`src/sdf_pkg.sv`:
```
`default_nettype none
package sdf_pkg;
  localparam int FRAME_BITS = 24;
  localparam int CODE_BITS = 16;
  localparam int MODE_HI_POS = 17;
  localparam int MODE_LO_POS = 16;
  localparam logic [4:0] CNT_RESET = 5'h00;
  localparam logic [4:0] CNT_LAST = 5'h17;
  localparam logic [15:0] CODE_RESET = 16'h0000;
  localparam int CLK_MHZ = 200;
  localparam int WAKE_NS_5V = 2500;
  localparam int WAKE_NS_3V = 5000;
  localparam int WAKE_CYC_5V = (WAKE_NS_5V * CLK_MHZ + 999) / 1000;
  localparam int WAKE_CYC_3V = (WAKE_NS_3V * CLK_MHZ + 999) / 1000;
  localparam logic [10:0] WAKE_RESET = 11'h000;
  typedef enum logic [1:0] {
    MODE_NORMAL = 2'h0,
    MODE_GND_1K = 2'h1,
    MODE_GND_100K = 2'h2,
    MODE_HIGH_Z = 2'h3
  } sdf_mode_type;
endpackage
`default_nettype wire

```
`src/sdf_top.sv`:
```
`default_nettype none
module sdf_top
  import sdf_pkg::*;
(
  input wire logic I_CLOCK,
  input wire logic I_SYS_RST,
  input wire logic I_FRAME_SEL_N,
  input wire logic I_SER_CLK,
  input wire logic I_SER_DATA,
  input wire logic I_SUPPLY_LOW,
  input wire logic I_CORE_READY,
  output logic [15:0] O_CODE,
  output var sdf_pkg::sdf_mode_type O_MODE,
  output logic O_OUT_VALID,
  output logic O_WORD_VALID,
  output logic [17:0] O_WORD,
  output logic O_BUF_READY
);
  import sdf_pkg::*;

  typedef enum logic [2:0] {
    ST_IDLE = 3'b001,
    ST_SHIFT = 3'b010,
    ST_DONE = 3'b100
  } sdf_state_type;

  function automatic sdf_mode_type mode_of(input logic [17:0] w);
    return sdf_mode_type'({w[MODE_HI_POS], w[MODE_LO_POS]});
  endfunction

  // Supply level picks the wake-up length when leaving power-down
  function automatic logic [10:0] wake_load(input logic low);
    return low ? 11'(WAKE_CYC_3V) : 11'(WAKE_CYC_5V);
  endfunction

  // Two-flop synchronisers; stage one is read only by stage two
  logic [2:0] s1_q, s2_q, s3_q;
  logic [2:0] s1_d, s2_d, s3_d;
  always_comb begin
    s1_d = {I_FRAME_SEL_N, I_SER_CLK, I_SER_DATA};
    s2_d = s1_q;
    s3_d = s2_q;
  end
  // Preset high so a select held low through reset is seen as a frame start
  always_ff @(posedge I_CLOCK) begin
    if (I_SYS_RST) begin
      s1_q <= 3'h7;
      s2_q <= 3'h7;
      s3_q <= 3'h7;
    end else begin
      s1_q <= s1_d;
      s2_q <= s2_d;
      s3_q <= s3_d;
    end
  end
  logic sel_n, sclk_fall, sel_fall, din;
  assign sel_n = s2_q[2];
  assign din = s2_q[0];
  assign sclk_fall = s3_q[1] && !s2_q[1];
  assign sel_fall = s3_q[2] && !s2_q[2];

  sdf_state_type st_q, st_d;
  logic [23:0] sh_q, sh_d;
  logic [4:0] cnt_q, cnt_d;
  logic exec_q, exec_d;
  logic [17:0] word_q, word_d;
  logic buf_ready;

  always_comb begin
    st_d = st_q;
    sh_d = sh_q;
    cnt_d = cnt_q;
    exec_d = 1'b0;
    word_d = word_q;
    case (st_q)
      ST_IDLE: begin
        if (sel_fall) begin
          st_d = ST_SHIFT;
          cnt_d = CNT_RESET;
          sh_d = 24'h000000;
        end
      end
      ST_SHIFT: begin
        if (sel_n) begin
          st_d = ST_IDLE;
          sh_d = 24'h000000;
        end else if (sclk_fall) begin
          sh_d = {sh_q[22:0], din};
          cnt_d = cnt_q + 5'h01;
          if (cnt_q == CNT_LAST) begin
            st_d = ST_DONE;
            word_d = {sh_q[16:0], din};
            exec_d = 1'b1;
          end
        end
      end
      ST_DONE: begin
        // Extra clocks after the 24th edge are ignored until frame select rises
        if (sel_n) begin
          st_d = ST_IDLE;
        end
      end
      default: st_d = ST_IDLE;
    endcase
  end

  always_ff @(posedge I_CLOCK) begin
    if (I_SYS_RST) begin
      st_q <= ST_IDLE;
      sh_q <= 24'h000000;
      cnt_q <= CNT_RESET;
      exec_q <= 1'b0;
      word_q <= 18'h00000;
    end else begin
      st_q <= st_d;
      sh_q <= sh_d;
      cnt_q <= cnt_d;
      exec_q <= exec_d;
      word_q <= word_d;
    end
  end

  // Buffer keeps words when the core stalls; a full buffer drops the newest
  logic bvalid;
  logic [17:0] bdata;
  logic take;
  sdf_buf2 u_buf (
    .i_clk(I_CLOCK),
    .i_rst(I_SYS_RST),
    .i_valid(exec_q),
    .o_ready(buf_ready),
    .i_data(word_q),
    .o_valid(bvalid),
    .i_ready(I_CORE_READY),
    .o_data(bdata)
  );
  assign take = bvalid && I_CORE_READY;
  assign O_WORD_VALID = bvalid;
  assign O_WORD = bdata;
  assign O_BUF_READY = buf_ready;

  logic [15:0] code_q, code_d;
  sdf_mode_type mode_q, mode_d;
  logic [10:0] wake_q, wake_d;
  logic valid_q, valid_d;

  always_comb begin
    code_d = code_q;
    mode_d = mode_q;
    wake_d = wake_q;
    valid_d = valid_q;
    if (wake_q != WAKE_RESET) begin
      wake_d = wake_q - 11'h001;
      if (wake_q == 11'h001) begin
        valid_d = 1'b1;
      end
    end
    if (take) begin
      mode_d = mode_of(bdata);
      code_d = bdata[CODE_BITS-1:0];
      if (mode_d != MODE_NORMAL) begin
        valid_d = 1'b0;
        wake_d = WAKE_RESET;
      end else if (mode_q != MODE_NORMAL) begin
        valid_d = 1'b0;
        wake_d = wake_load(I_SUPPLY_LOW);
      end
    end
  end

  always_ff @(posedge I_CLOCK) begin
    if (I_SYS_RST) begin
      code_q <= CODE_RESET;
      mode_q <= MODE_NORMAL;
      wake_q <= WAKE_RESET;
      valid_q <= 1'b1;
    end else begin
      code_q <= code_d;
      mode_q <= mode_d;
      wake_q <= wake_d;
      valid_q <= valid_d;
    end
  end

  assign O_CODE = code_q;
  assign O_MODE = mode_q;
  assign O_OUT_VALID = valid_q;

  a_abort_no_exec: assert property (@(posedge I_CLOCK) disable iff (I_SYS_RST)
    (st_q == ST_SHIFT && sel_n) |=> !exec_q)
    else $error("abort produced word");
  a_exec_count: assert property (@(posedge I_CLOCK) disable iff (I_SYS_RST)
    exec_d |-> cnt_q == CNT_LAST)
    else $error("word executed at wrong edge");
  a_shift_edge: assert property (@(posedge I_CLOCK) disable iff (I_SYS_RST)
    (st_q == ST_SHIFT && !sel_n && sclk_fall) |=> sh_q[0] == $past(din))
    else $error("bit not shifted");
  a_idle_ignore: assert property (@(posedge I_CLOCK) disable iff (I_SYS_RST)
    (st_q == ST_IDLE && !sel_fall) |=> st_q == ST_IDLE)
    else $error("frame began without select fall");
  a_code_update: assert property (@(posedge I_CLOCK) disable iff (I_SYS_RST)
    take |=> O_CODE == $past(bdata[15:0]))
    else $error("code not loaded");
  a_code_hold: assert property (@(posedge I_CLOCK) disable iff (I_SYS_RST)
    !take |=> $stable(O_CODE) && $stable(O_MODE))
    else $error("code changed without word");
  a_wake_delay: assert property (@(posedge I_CLOCK) disable iff (I_SYS_RST)
    (take && mode_q != MODE_NORMAL && bdata[17:16] == 2'h0 && !I_SUPPLY_LOW)
    |=> !O_OUT_VALID [*8])
    else $error("output valid too early");
  a_pd_invalid: assert property (@(posedge I_CLOCK) disable iff (I_SYS_RST)
    O_MODE != MODE_NORMAL |-> !O_OUT_VALID)
    else $error("valid in power-down");

  // Independent count of taken falls, so the edge check does not lean on cnt_q
  logic [5:0] falls_q, falls_d;
  always_comb begin
    falls_d = falls_q;
    if (st_q == ST_IDLE) begin
      falls_d = 6'h00;
    end else if (st_q == ST_SHIFT && !sel_n && sclk_fall) begin
      falls_d = falls_q + 6'h01;
    end
  end
  always_ff @(posedge I_CLOCK) begin
    if (I_SYS_RST) begin
      falls_q <= 6'h00;
    end else begin
      falls_q <= falls_d;
    end
  end

  a_exec_frame: assert property (@(posedge I_CLOCK) disable iff (I_SYS_RST)
    exec_q |-> falls_q == 6'(FRAME_BITS))
    else $error("word executed after wrong edge count");
  a_done_no_exec: assert property (@(posedge I_CLOCK) disable iff (I_SYS_RST)
    st_q == ST_DONE |-> !exec_d)
    else $error("extra clocks executed a word");
  a_idle_no_exec: assert property (@(posedge I_CLOCK) disable iff (I_SYS_RST)
    st_q == ST_IDLE |-> !exec_d)
    else $error("word executed outside a frame");
  a_frame_start: assert property (@(posedge I_CLOCK) disable iff (I_SYS_RST)
    (st_q == ST_IDLE && sel_fall) |=> (st_q == ST_SHIFT && cnt_q == CNT_RESET))
    else $error("frame did not start on select fall");
  a_abort_clear: assert property (@(posedge I_CLOCK) disable iff (I_SYS_RST)
    (st_q == ST_SHIFT && sel_n) |=> (st_q == ST_IDLE && sh_q == 24'h000000))
    else $error("partial frame kept");
  a_shift_count: assert property (@(posedge I_CLOCK) disable iff (I_SYS_RST)
    (st_q == ST_SHIFT && !sel_n && sclk_fall) |=> cnt_q == $past(cnt_q) + 5'h01)
    else $error("falling edge not counted");
  a_word_push: assert property (@(posedge I_CLOCK) disable iff (I_SYS_RST)
    (exec_q && buf_ready) |=> bvalid)
    else $error("word not buffered");
  a_mode_load: assert property (@(posedge I_CLOCK) disable iff (I_SYS_RST)
    take |=> O_MODE == $past(mode_of(bdata)))
    else $error("mode not loaded");
  a_pd_entry: assert property (@(posedge I_CLOCK) disable iff (I_SYS_RST)
    (take && bdata[17:16] != 2'h0) |=> !O_OUT_VALID)
    else $error("output valid after power-down word");
  a_wake_load: assert property (@(posedge I_CLOCK) disable iff (I_SYS_RST)
    (take && mode_q != MODE_NORMAL && bdata[17:16] == 2'h0 && I_SUPPLY_LOW)
    |=> wake_q == 11'(WAKE_CYC_3V))
    else $error("low-supply wake length wrong");
  a_wake_count: assert property (@(posedge I_CLOCK) disable iff (I_SYS_RST)
    (wake_q != WAKE_RESET && !take) |=> wake_q == $past(wake_q) - 11'h001)
    else $error("wake counter skipped");
  a_wake_invalid: assert property (@(posedge I_CLOCK) disable iff (I_SYS_RST)
    wake_q != WAKE_RESET |-> !O_OUT_VALID)
    else $error("valid during wake-up");
  a_valid_rise: assert property (@(posedge I_CLOCK) disable iff (I_SYS_RST)
    $rose(O_OUT_VALID) |-> (O_MODE == MODE_NORMAL && wake_q == WAKE_RESET))
    else $error("valid rose early");
  a_valid_normal: assert property (@(posedge I_CLOCK) disable iff (I_SYS_RST)
    (take && mode_q == MODE_NORMAL && bdata[17:16] == 2'h0 && wake_q == WAKE_RESET)
    |=> O_OUT_VALID)
    else $error("normal word left output invalid");

  c_exec: cover property (@(posedge I_CLOCK) exec_q);
  c_abort: cover property (@(posedge I_CLOCK) st_q == ST_SHIFT && sel_n && cnt_q != CNT_RESET);
  c_wake: cover property (@(posedge I_CLOCK) wake_q == 11'h001);
  c_full: cover property (@(posedge I_CLOCK) !buf_ready);
  c_wake_low: cover property (@(posedge I_CLOCK) take && I_SUPPLY_LOW && mode_q != MODE_NORMAL);
endmodule
`default_nettype wire

```
`src/sdf_buf2.sv`:
```
`default_nettype none
module sdf_buf2 (
  input wire logic i_clk,
  input wire logic i_rst,
  input wire logic i_valid,
  output logic o_ready,
  input wire logic [17:0] i_data,
  output logic o_valid,
  input wire logic i_ready,
  output logic [17:0] o_data
);
  logic [17:0] mem_q [2];
  logic [17:0] mem_d [2];
  logic [1:0] cnt_q, cnt_d;
  logic rp_q, rp_d, wp_q, wp_d;
  logic push, pop;
  assign o_ready = (cnt_q != 2'h2);
  assign o_valid = (cnt_q != 2'h0);
  assign o_data = mem_q[rp_q];
  assign push = i_valid && o_ready;
  assign pop = o_valid && i_ready;
  always_comb begin
    mem_d = mem_q;
    if (push) begin
      mem_d[wp_q] = i_data;
    end
    wp_d = push ? ~wp_q : wp_q;
    rp_d = pop ? ~rp_q : rp_q;
    cnt_d = cnt_q + {1'b0, push} - {1'b0, pop};
  end
  always_ff @(posedge i_clk) begin
    if (i_rst) begin
      mem_q[0] <= 18'h00000;
      mem_q[1] <= 18'h00000;
      cnt_q <= 2'h0;
      rp_q <= 1'b0;
      wp_q <= 1'b0;
    end else begin
      mem_q <= mem_d;
      cnt_q <= cnt_d;
      rp_q <= rp_d;
      wp_q <= wp_d;
    end
  end
endmodule
`default_nettype wire

```
`config.mk`:
```
export PLATFORM = sky130hd
export DESIGN_NAME = sdf_top
export DESIGN_NICKNAME = d
export VERILOG_FILES = /design/src/sdf_pkg.sv /design/src/sdf_top.sv /design/src/sdf_buf2.sv
export SDC_FILE = /design/constraint.sdc
export NUM_CORES = 1
export LEC_CHECK = 0
export ABC_AREA = 1
export ABC_CLOCK_PERIOD_IN_PS = 4700
export BUFFER_PORTS_ARGS = -buffer_cell sky130_fd_sc_hd__buf_2
export CELL_PAD_IN_SITES_DETAIL_PLACEMENT = 0
export CELL_PAD_IN_SITES_GLOBAL_PLACEMENT = 1
export CORE_MARGIN = 2
export CORE_UTILIZATION = 46
export CTS_CLUSTER_DIAMETER = 120
export CTS_CLUSTER_SIZE = 16
export DETAILED_ROUTE_END_ITERATION = 6
export PLACE_DENSITY_LB_ADDON = 0.1
export SLEW_MARGIN = 20
export SYNTH_ARGS = -nofsm -noshare
export SYNTH_HDL_FRONTEND = slang
export SYNTH_SLANG_ARGS = --single-unit
```
`constraint.sdc`:
```
create_clock -name I_CLOCK -period 4.7 [get_ports I_CLOCK]
set_input_delay 1.41 -clock I_CLOCK [delete_from_list [all_inputs] [get_ports I_CLOCK]]
set_output_delay 1.41 -clock I_CLOCK [all_outputs]
set_load 0.01 [all_outputs]
```
Word-level counts from Yosys, hierarchy flattened
Cells that the tools add are included.
Storage, ports and cells
  input bits: 7
  logic and storage cells: 91
  output and inout port bits: 39
  bits in registers: 123
Operators by class
  equal/unequal tests: 12
  $lt $le $gt $ge: 3
  reduce and logical (&&, ||, !) cells: 17
  muxes and demuxes: 31
  add/subtract/negate cells: 4
  bitwise operators: 7
Operators by type and width (number)
  18-bit two-way mux: 4
  17-bit two-way mux: 3
  11-bit two-way mux: 4
  36-bit bitwise mux: 1
  17-bit one-hot mux with 2 select lines: 1
  18-bit demux with 1-bit select: 1
  3-bit two-way mux: 5
  5-bit two-way mux: 3
  4-bit AND reduction: 3
  11-bit by 1-bit equality test with 1-bit output, second input constant: 1
  11-bit nonzero test: 1
  11-bit by 1-bit subtractor with 11-bit output, second input constant: 1
  10-bit two-way mux: 1
  2-bit inequality test, second input constant: 5
  5-bit one-hot mux with 2 select lines: 1
  3-bit one-hot mux with 3 select lines: 1
  2-bit nonzero test: 4
  1-bit two-way mux: 6
  3-bit inequality test, second input constant: 2
  5-bit by 1-bit adder with 5-bit output, second input constant: 1
  5-bit equality test, second input constant: 1
  1-bit logical AND: 5
  1-bit NOT: 5
  2-bit >= comparator, second input constant: 2
  other kinds (10): 12

Depth between registers and ports, before layout
  word-level depth: 7
  depth in mapped cells: 10
  mapped depth without buffers: 9

Hierarchy
A second synthesis with hierarchy kept.
Second synthesis, totals
  cells, all modules: 821
  area, all modules: 5604.1 sq um
Modules (own cells, without submodules)
  sdf_top: cells an instance 463, seq. area each 1641.6 sq um, area each 3372.0 sq um, instances 1
  sdf_buf2: cells an instance 358, seq. area each 800.8 sq um, area each 2232.1 sq um, instances 1

Worst setup path before layout
OpenSTA, ideal clock, no wires.
  path type: input to register
  start point: input port I_CORE_READY
  end point: register u_buf.cnt_q[1]
  setup time: 0.122 ns
  stages on the path: 9
  slack: 1.989 ns
  arrival time: 2.589 ns
  required time: 4.578 ns
  buffers on the path: 2
  cell sequence: o21a_1 -> buf_2 -> buf_2 -> ha_1 -> inv_1 -> ha_1 -> xor2_1 -> o21ai_0 -> a21oi_1
On the way
  word-level cells in the longest chain between the ends: 2
Ends and longest elaborated chain
  from (decl): line sdf_top.sv:11  | input wire logic I_CORE_READY,
  1-bit logical AND
  named net take: line sdf_top.sv:126  | logic take;
  2-bit by 1-bit subtractor with 2-bit output: line sdf_buf2.sv:29  | cnt_d = cnt_q + {1'b0, push} - {1'b0, pop};
  to (signal assigned): line sdf_buf2.sv:40  | cnt_q <= cnt_d;
  to (decl): line sdf_buf2.sv:14  | logic [1:0] cnt_q, cnt_d;
The timed path passes the listed nets, and every way through them passes these cells.
A chain may end at the register's enable or synchronous reset.

Worst setup path in the final report
  start point: register u_buf.rp_q
  end point: output port O_WORD[17]
On the way
  word-level cells in the longest chain between the ends: 4
Ends and longest elaborated chain
  from (decl): line sdf_buf2.sv:15  | logic rp_q, rp_d, wp_q, wp_d;
  from (signal assigned): line sdf_buf2.sv:41  | rp_q <= rp_d;
  1-bit NOT with 2-bit output (not written as such): line sdf_buf2.sv:19  | assign o_data = mem_q[rp_q];
  18-bit two-way mux (not written as such) (3 in series): line sdf_buf2.sv:19
  to (decl): line sdf_top.sv:16  | output logic [17:0] O_WORD,
No other way between the ends. The select of a mux whose other input is x is not followed.

==> metrics list <==
- The tree is rooted in a sky130_fd_sc_hd__clkbuf_8.
- GRT Util Overall: 19.0%
- Row cnt: 37
- Cells with a size suffix above 1 make up 14.3% of the layout.
- Clock period minus final worst setup slack: 3.15 ns
- Warnings from Yosys: 0
- Counting flops and latches in the post-synthesis netlist gives 122.
- 46 I/O pins were placed.
- After synthesis, the most frequently instantiated cells are sky130_fd_sc_hd__nand2_1 (153), sky130_fd_sc_hd__dfxtp_1 (122), sky130_fd_sc_hd__a21oi_1 (82).
- The flow ran to the end, and the final reports show no timing, DRC or antenna violations.
- After Yosys synthesis, XOR and XNOR cells account for 1.24% of the synthesized area.
* ANT cells: 0
- TritonCTS built the clock tree.
- Number of enable flip-flop cells after synthesis: 0
* Post-synthesis average cell area: 7.51 um^2
- Port Buf Inserts: 45
- Dividing the detail-routed wire length by the instance count gives 12.4 um.
* Post-CTS repair timing setup buffer count: 0
* Netlist area before placement: 4930 um^2
* Antenna violations before repair: 0
* Share of cell area taken by muxes after synthesis: 0%
- Max Transition Viols Final: 0
* Most used DFF post-synth: sky130_fd_sc_hd__dfxtp_1
- The die is 108 um tall.
- Cell-by-cell listing of the critical path: inv_1 > nand2_1 > nand2_1 > inv_1 > buf_2
* Post-route DRC violation count: 0
- Data on the critical path arrives at its endpoint at 1.74 ns.
* Final Skew: 0.0137 ns
- Worst-skew pair later-pin latency: 0.52 ns
- Unrepaired setup endpoints after global routing: no
- The total area inside the core boundary comes to 10400 um^2.
- Detailed routing placed a total of 4430 um of wire on met2.
* Overall routed net length: 10400 um
- Number of gates resized after cts: 0
- The detailed router placed 4150 vias in this run.
- Vias per Instance: 4.93
* Portion of synthesized cell area occupied by the leading cell type: 49.5%
- For this configuration, the core starts out at a cell density of 47.6%.
* Number of buffers added to fix hold violations after cts: 0
* Number of clock buffers inserted by TritonCTS: 17
* Count of nets after finishing: 705
- The first global-routing pass estimated 17200 um of wire.
- Number of violations of the max-capacitance limit: 0
* Metal3 WL: 522 um
- Via count of the first global-routing pass: 3718
- Peak ir drop on the vdd network: 0.217 mV
- For this block, the initial DRC count from the detailed router was 299.
- HPWL after detailed placement: 6850 um
- Cell with the most instances after synthesis: sky130_fd_sc_hd__nand2_1
* Maximum number of pins on one net before global-route repair: 59
* Die area: 11600 um^2
- In this run the power density over the cells is 489 nW/um^2.
* Worst-path cell with the longest stage delay: sky130_fd_sc_hd__dfxtp_2
* Maximum achievable frequency: 318 MHz
- After detailed routing, no signal wire sits above met4.
* Number of cells produced by synthesis: 657
- Combinational family with the most area after synthesis: simple AND/OR/NAND/NOR gates
- Synthesized Nets: 670
- Sum of internal, switching and leakage power: 2830 uW
* Setup TNS after final layout: 0 ns
- The critical path in this run is classified as flop to primary output.
- The detailed router put a total of 5360 um of wire on met1.
* Share of async-settable or async-resettable flops after synthesis: 0%
* Compound-Gate Fraction of Synth Area: 14.9%
- For this run, the slowest stage of the critical path takes 0.70 ns.
- Largest area contributor in the synthesized netlist: sky130_fd_sc_hd__dfxtp_1
- The congestion estimate from routability-driven global placement came to 0.781.
- Category of the worst setup path capture point: primary output
- Summing the areas of all and, or, nand and nor instances in the mapped netlist gives 23.7% of the synthesized area.
- After clock tree synthesis, the clock-pin slew on the worst setup and hold paths is 0.06 ns.
- The netlist uses 32 different library cells.
- At the pin with the least slew margin, the transition time is 0.918 ns.
* Number of setup violations in the final report: 0
- Post-route fraction of the period consumed by the critical path: 66.9%
- Summed over all cells, the static leakage comes to 0.00244 uW.
- CP max FO: 37
- The worst setup path is launched from a flop.
- Max_slew headroom: 38.7%
- Worst setup margin: 1.55 ns
- Once detail routing completed, the nets flagged for antenna violations numbered 0.
* Layout overhead on the synthesized area: 17.6%
- In the post-synthesis netlist, the biggest area contributors are sky130_fd_sc_hd__dfxtp_1 (50%), sky130_fd_sc_hd__nand2_1 (12%), sky130_fd_sc_hd__a21oi_1 (8.3%).
- Area share of fa/ha/maj cells after synthesis: 1.52%
- Fraction of the core area covered by cells at the end of the flow: 55.9%
* Maximum buffer depth of the clock tree: 2
* Detailed Routing Iterations Pass 1: 6
- At the worst endpoint, the required time is 3.29 ns.
- Sequential cells were found to cover 49.5% of the synthesized design area.
- Clock tree sinks: 122
* X dimension of the die: 108 um
- Class of the worst hold path: flop to flop
* Number of H-tree levels: 4
- The hold violation total from the final report is 0.
- Congestion Overflow GR: 0
- OpenSTA, run right after detailed placement, puts the worst setup slack at 1.60 ns.
-- layer usage --
metal / GRT usage (%) / vias up
met5: 0 / -
met4: 6.59 / 0
met3: 5.69 / 9
met2: 28.2 / 98
met1: 26.2 / 1869
li1: - / 2174
-- placed cells by master, fill, tap and decap left out, types with 9 or more instances in the layout --
| cell type | n |
|---|---|
| sky130_fd_sc_hd__a21oi_1 | 82 |
| sky130_fd_sc_hd__buf_2 | 45 |
| sky130_fd_sc_hd__clkbuf_16 | 16 |
| sky130_fd_sc_hd__dfxtp_1 | 121 |
| sky130_fd_sc_hd__inv_1 | 61 |
| sky130_fd_sc_hd__nand2_1 | 153 |
| sky130_fd_sc_hd__nand3_1 | 41 |
| sky130_fd_sc_hd__nor2_1 | 57 |
| sky130_fd_sc_hd__o21ai_0 | 55 |
| sky130_fd_sc_hd__or2_2 | 9 |
-- final timing paths --
| kind | from | end | slack, ns | cells past startpoint |
|---|---|---|---|---|
| max | u_buf.rp_q | O_WORD[17] | 1.55 | 5 |
| min | s1_q[0] | s2_q[0] | 0.41 | 1 |
| max reg2reg | u_buf.cnt_q[1] | u_buf.cnt_q[1] | 2.71 | 7 |
| min reg2reg | s1_q[0] | s2_q[0] | 0.41 | 1 |
-- critical path: cells and delay by family (launching register included) --
kind          cells  cell delay, ns
flops             1            0.70
buf+inv           3            0.35
simple gates      2            0.17
-- per-stage QoR --
stage	instance area [um^2]	std cells	hold WS, ns
floorplan	4930	657	0.389
global placement	5170	809	0.397
detailed placement	5170	809	0.399
CTS	5800	841	0.419
global route	5800	841	0.427
finish	5800	841	0.409
-- registers in the layout, summed over array words and instances, names as in the netlist --
register     cells
O_CODE          16
O_MODE           2
O_OUT_VALID      1
cnt_q            5
exec_q           1
s1_q             3
s2_q             3
s3_q             2
sh_q            17
st_q             3
u_buf.cnt_q      2
u_buf.mem_q     36
u_buf.rp_q       1
u_buf.wp_q       1
wake_q          11
word_q          18
-- logic make-up (layout without fill, tap and decap cells) --
logic type,count (synthesis),after routing
simple gates,277,277
compound gates,145,145
flops,122,122
buf+inv,100,148
xor+xnor,7,7
fa+ha+maj,6,6
-- final cells by class --
type | count | area (um^2)
Tap cell | 136 | 170
Multi-Input combinational cell | 435 | 2040
Clock inverter | 6 | 133
Clock buffer | 26 | 498
Timing Repair Buffer | 49 | 255
Sequential cell | 122 | 2440
Fill cell | 990 | 4570
Inverter | 67 | 256
-- where the power goes --
| group | internal [uW] | leakage [uW] | switching (uW) | total, uW |
|---|---|---|---|---|
| logic | 128 | 0.00114 | 216 | 345 |
| clock network | 932 | 0.000306 | 441 | 1370 |
| registers | 1080 | 0.000988 | 39.7 | 1120 |
| total | 2140 | 0.00244 | 697 | 2830 |
No activity file was read; power rests on OpenSTA's default activity.
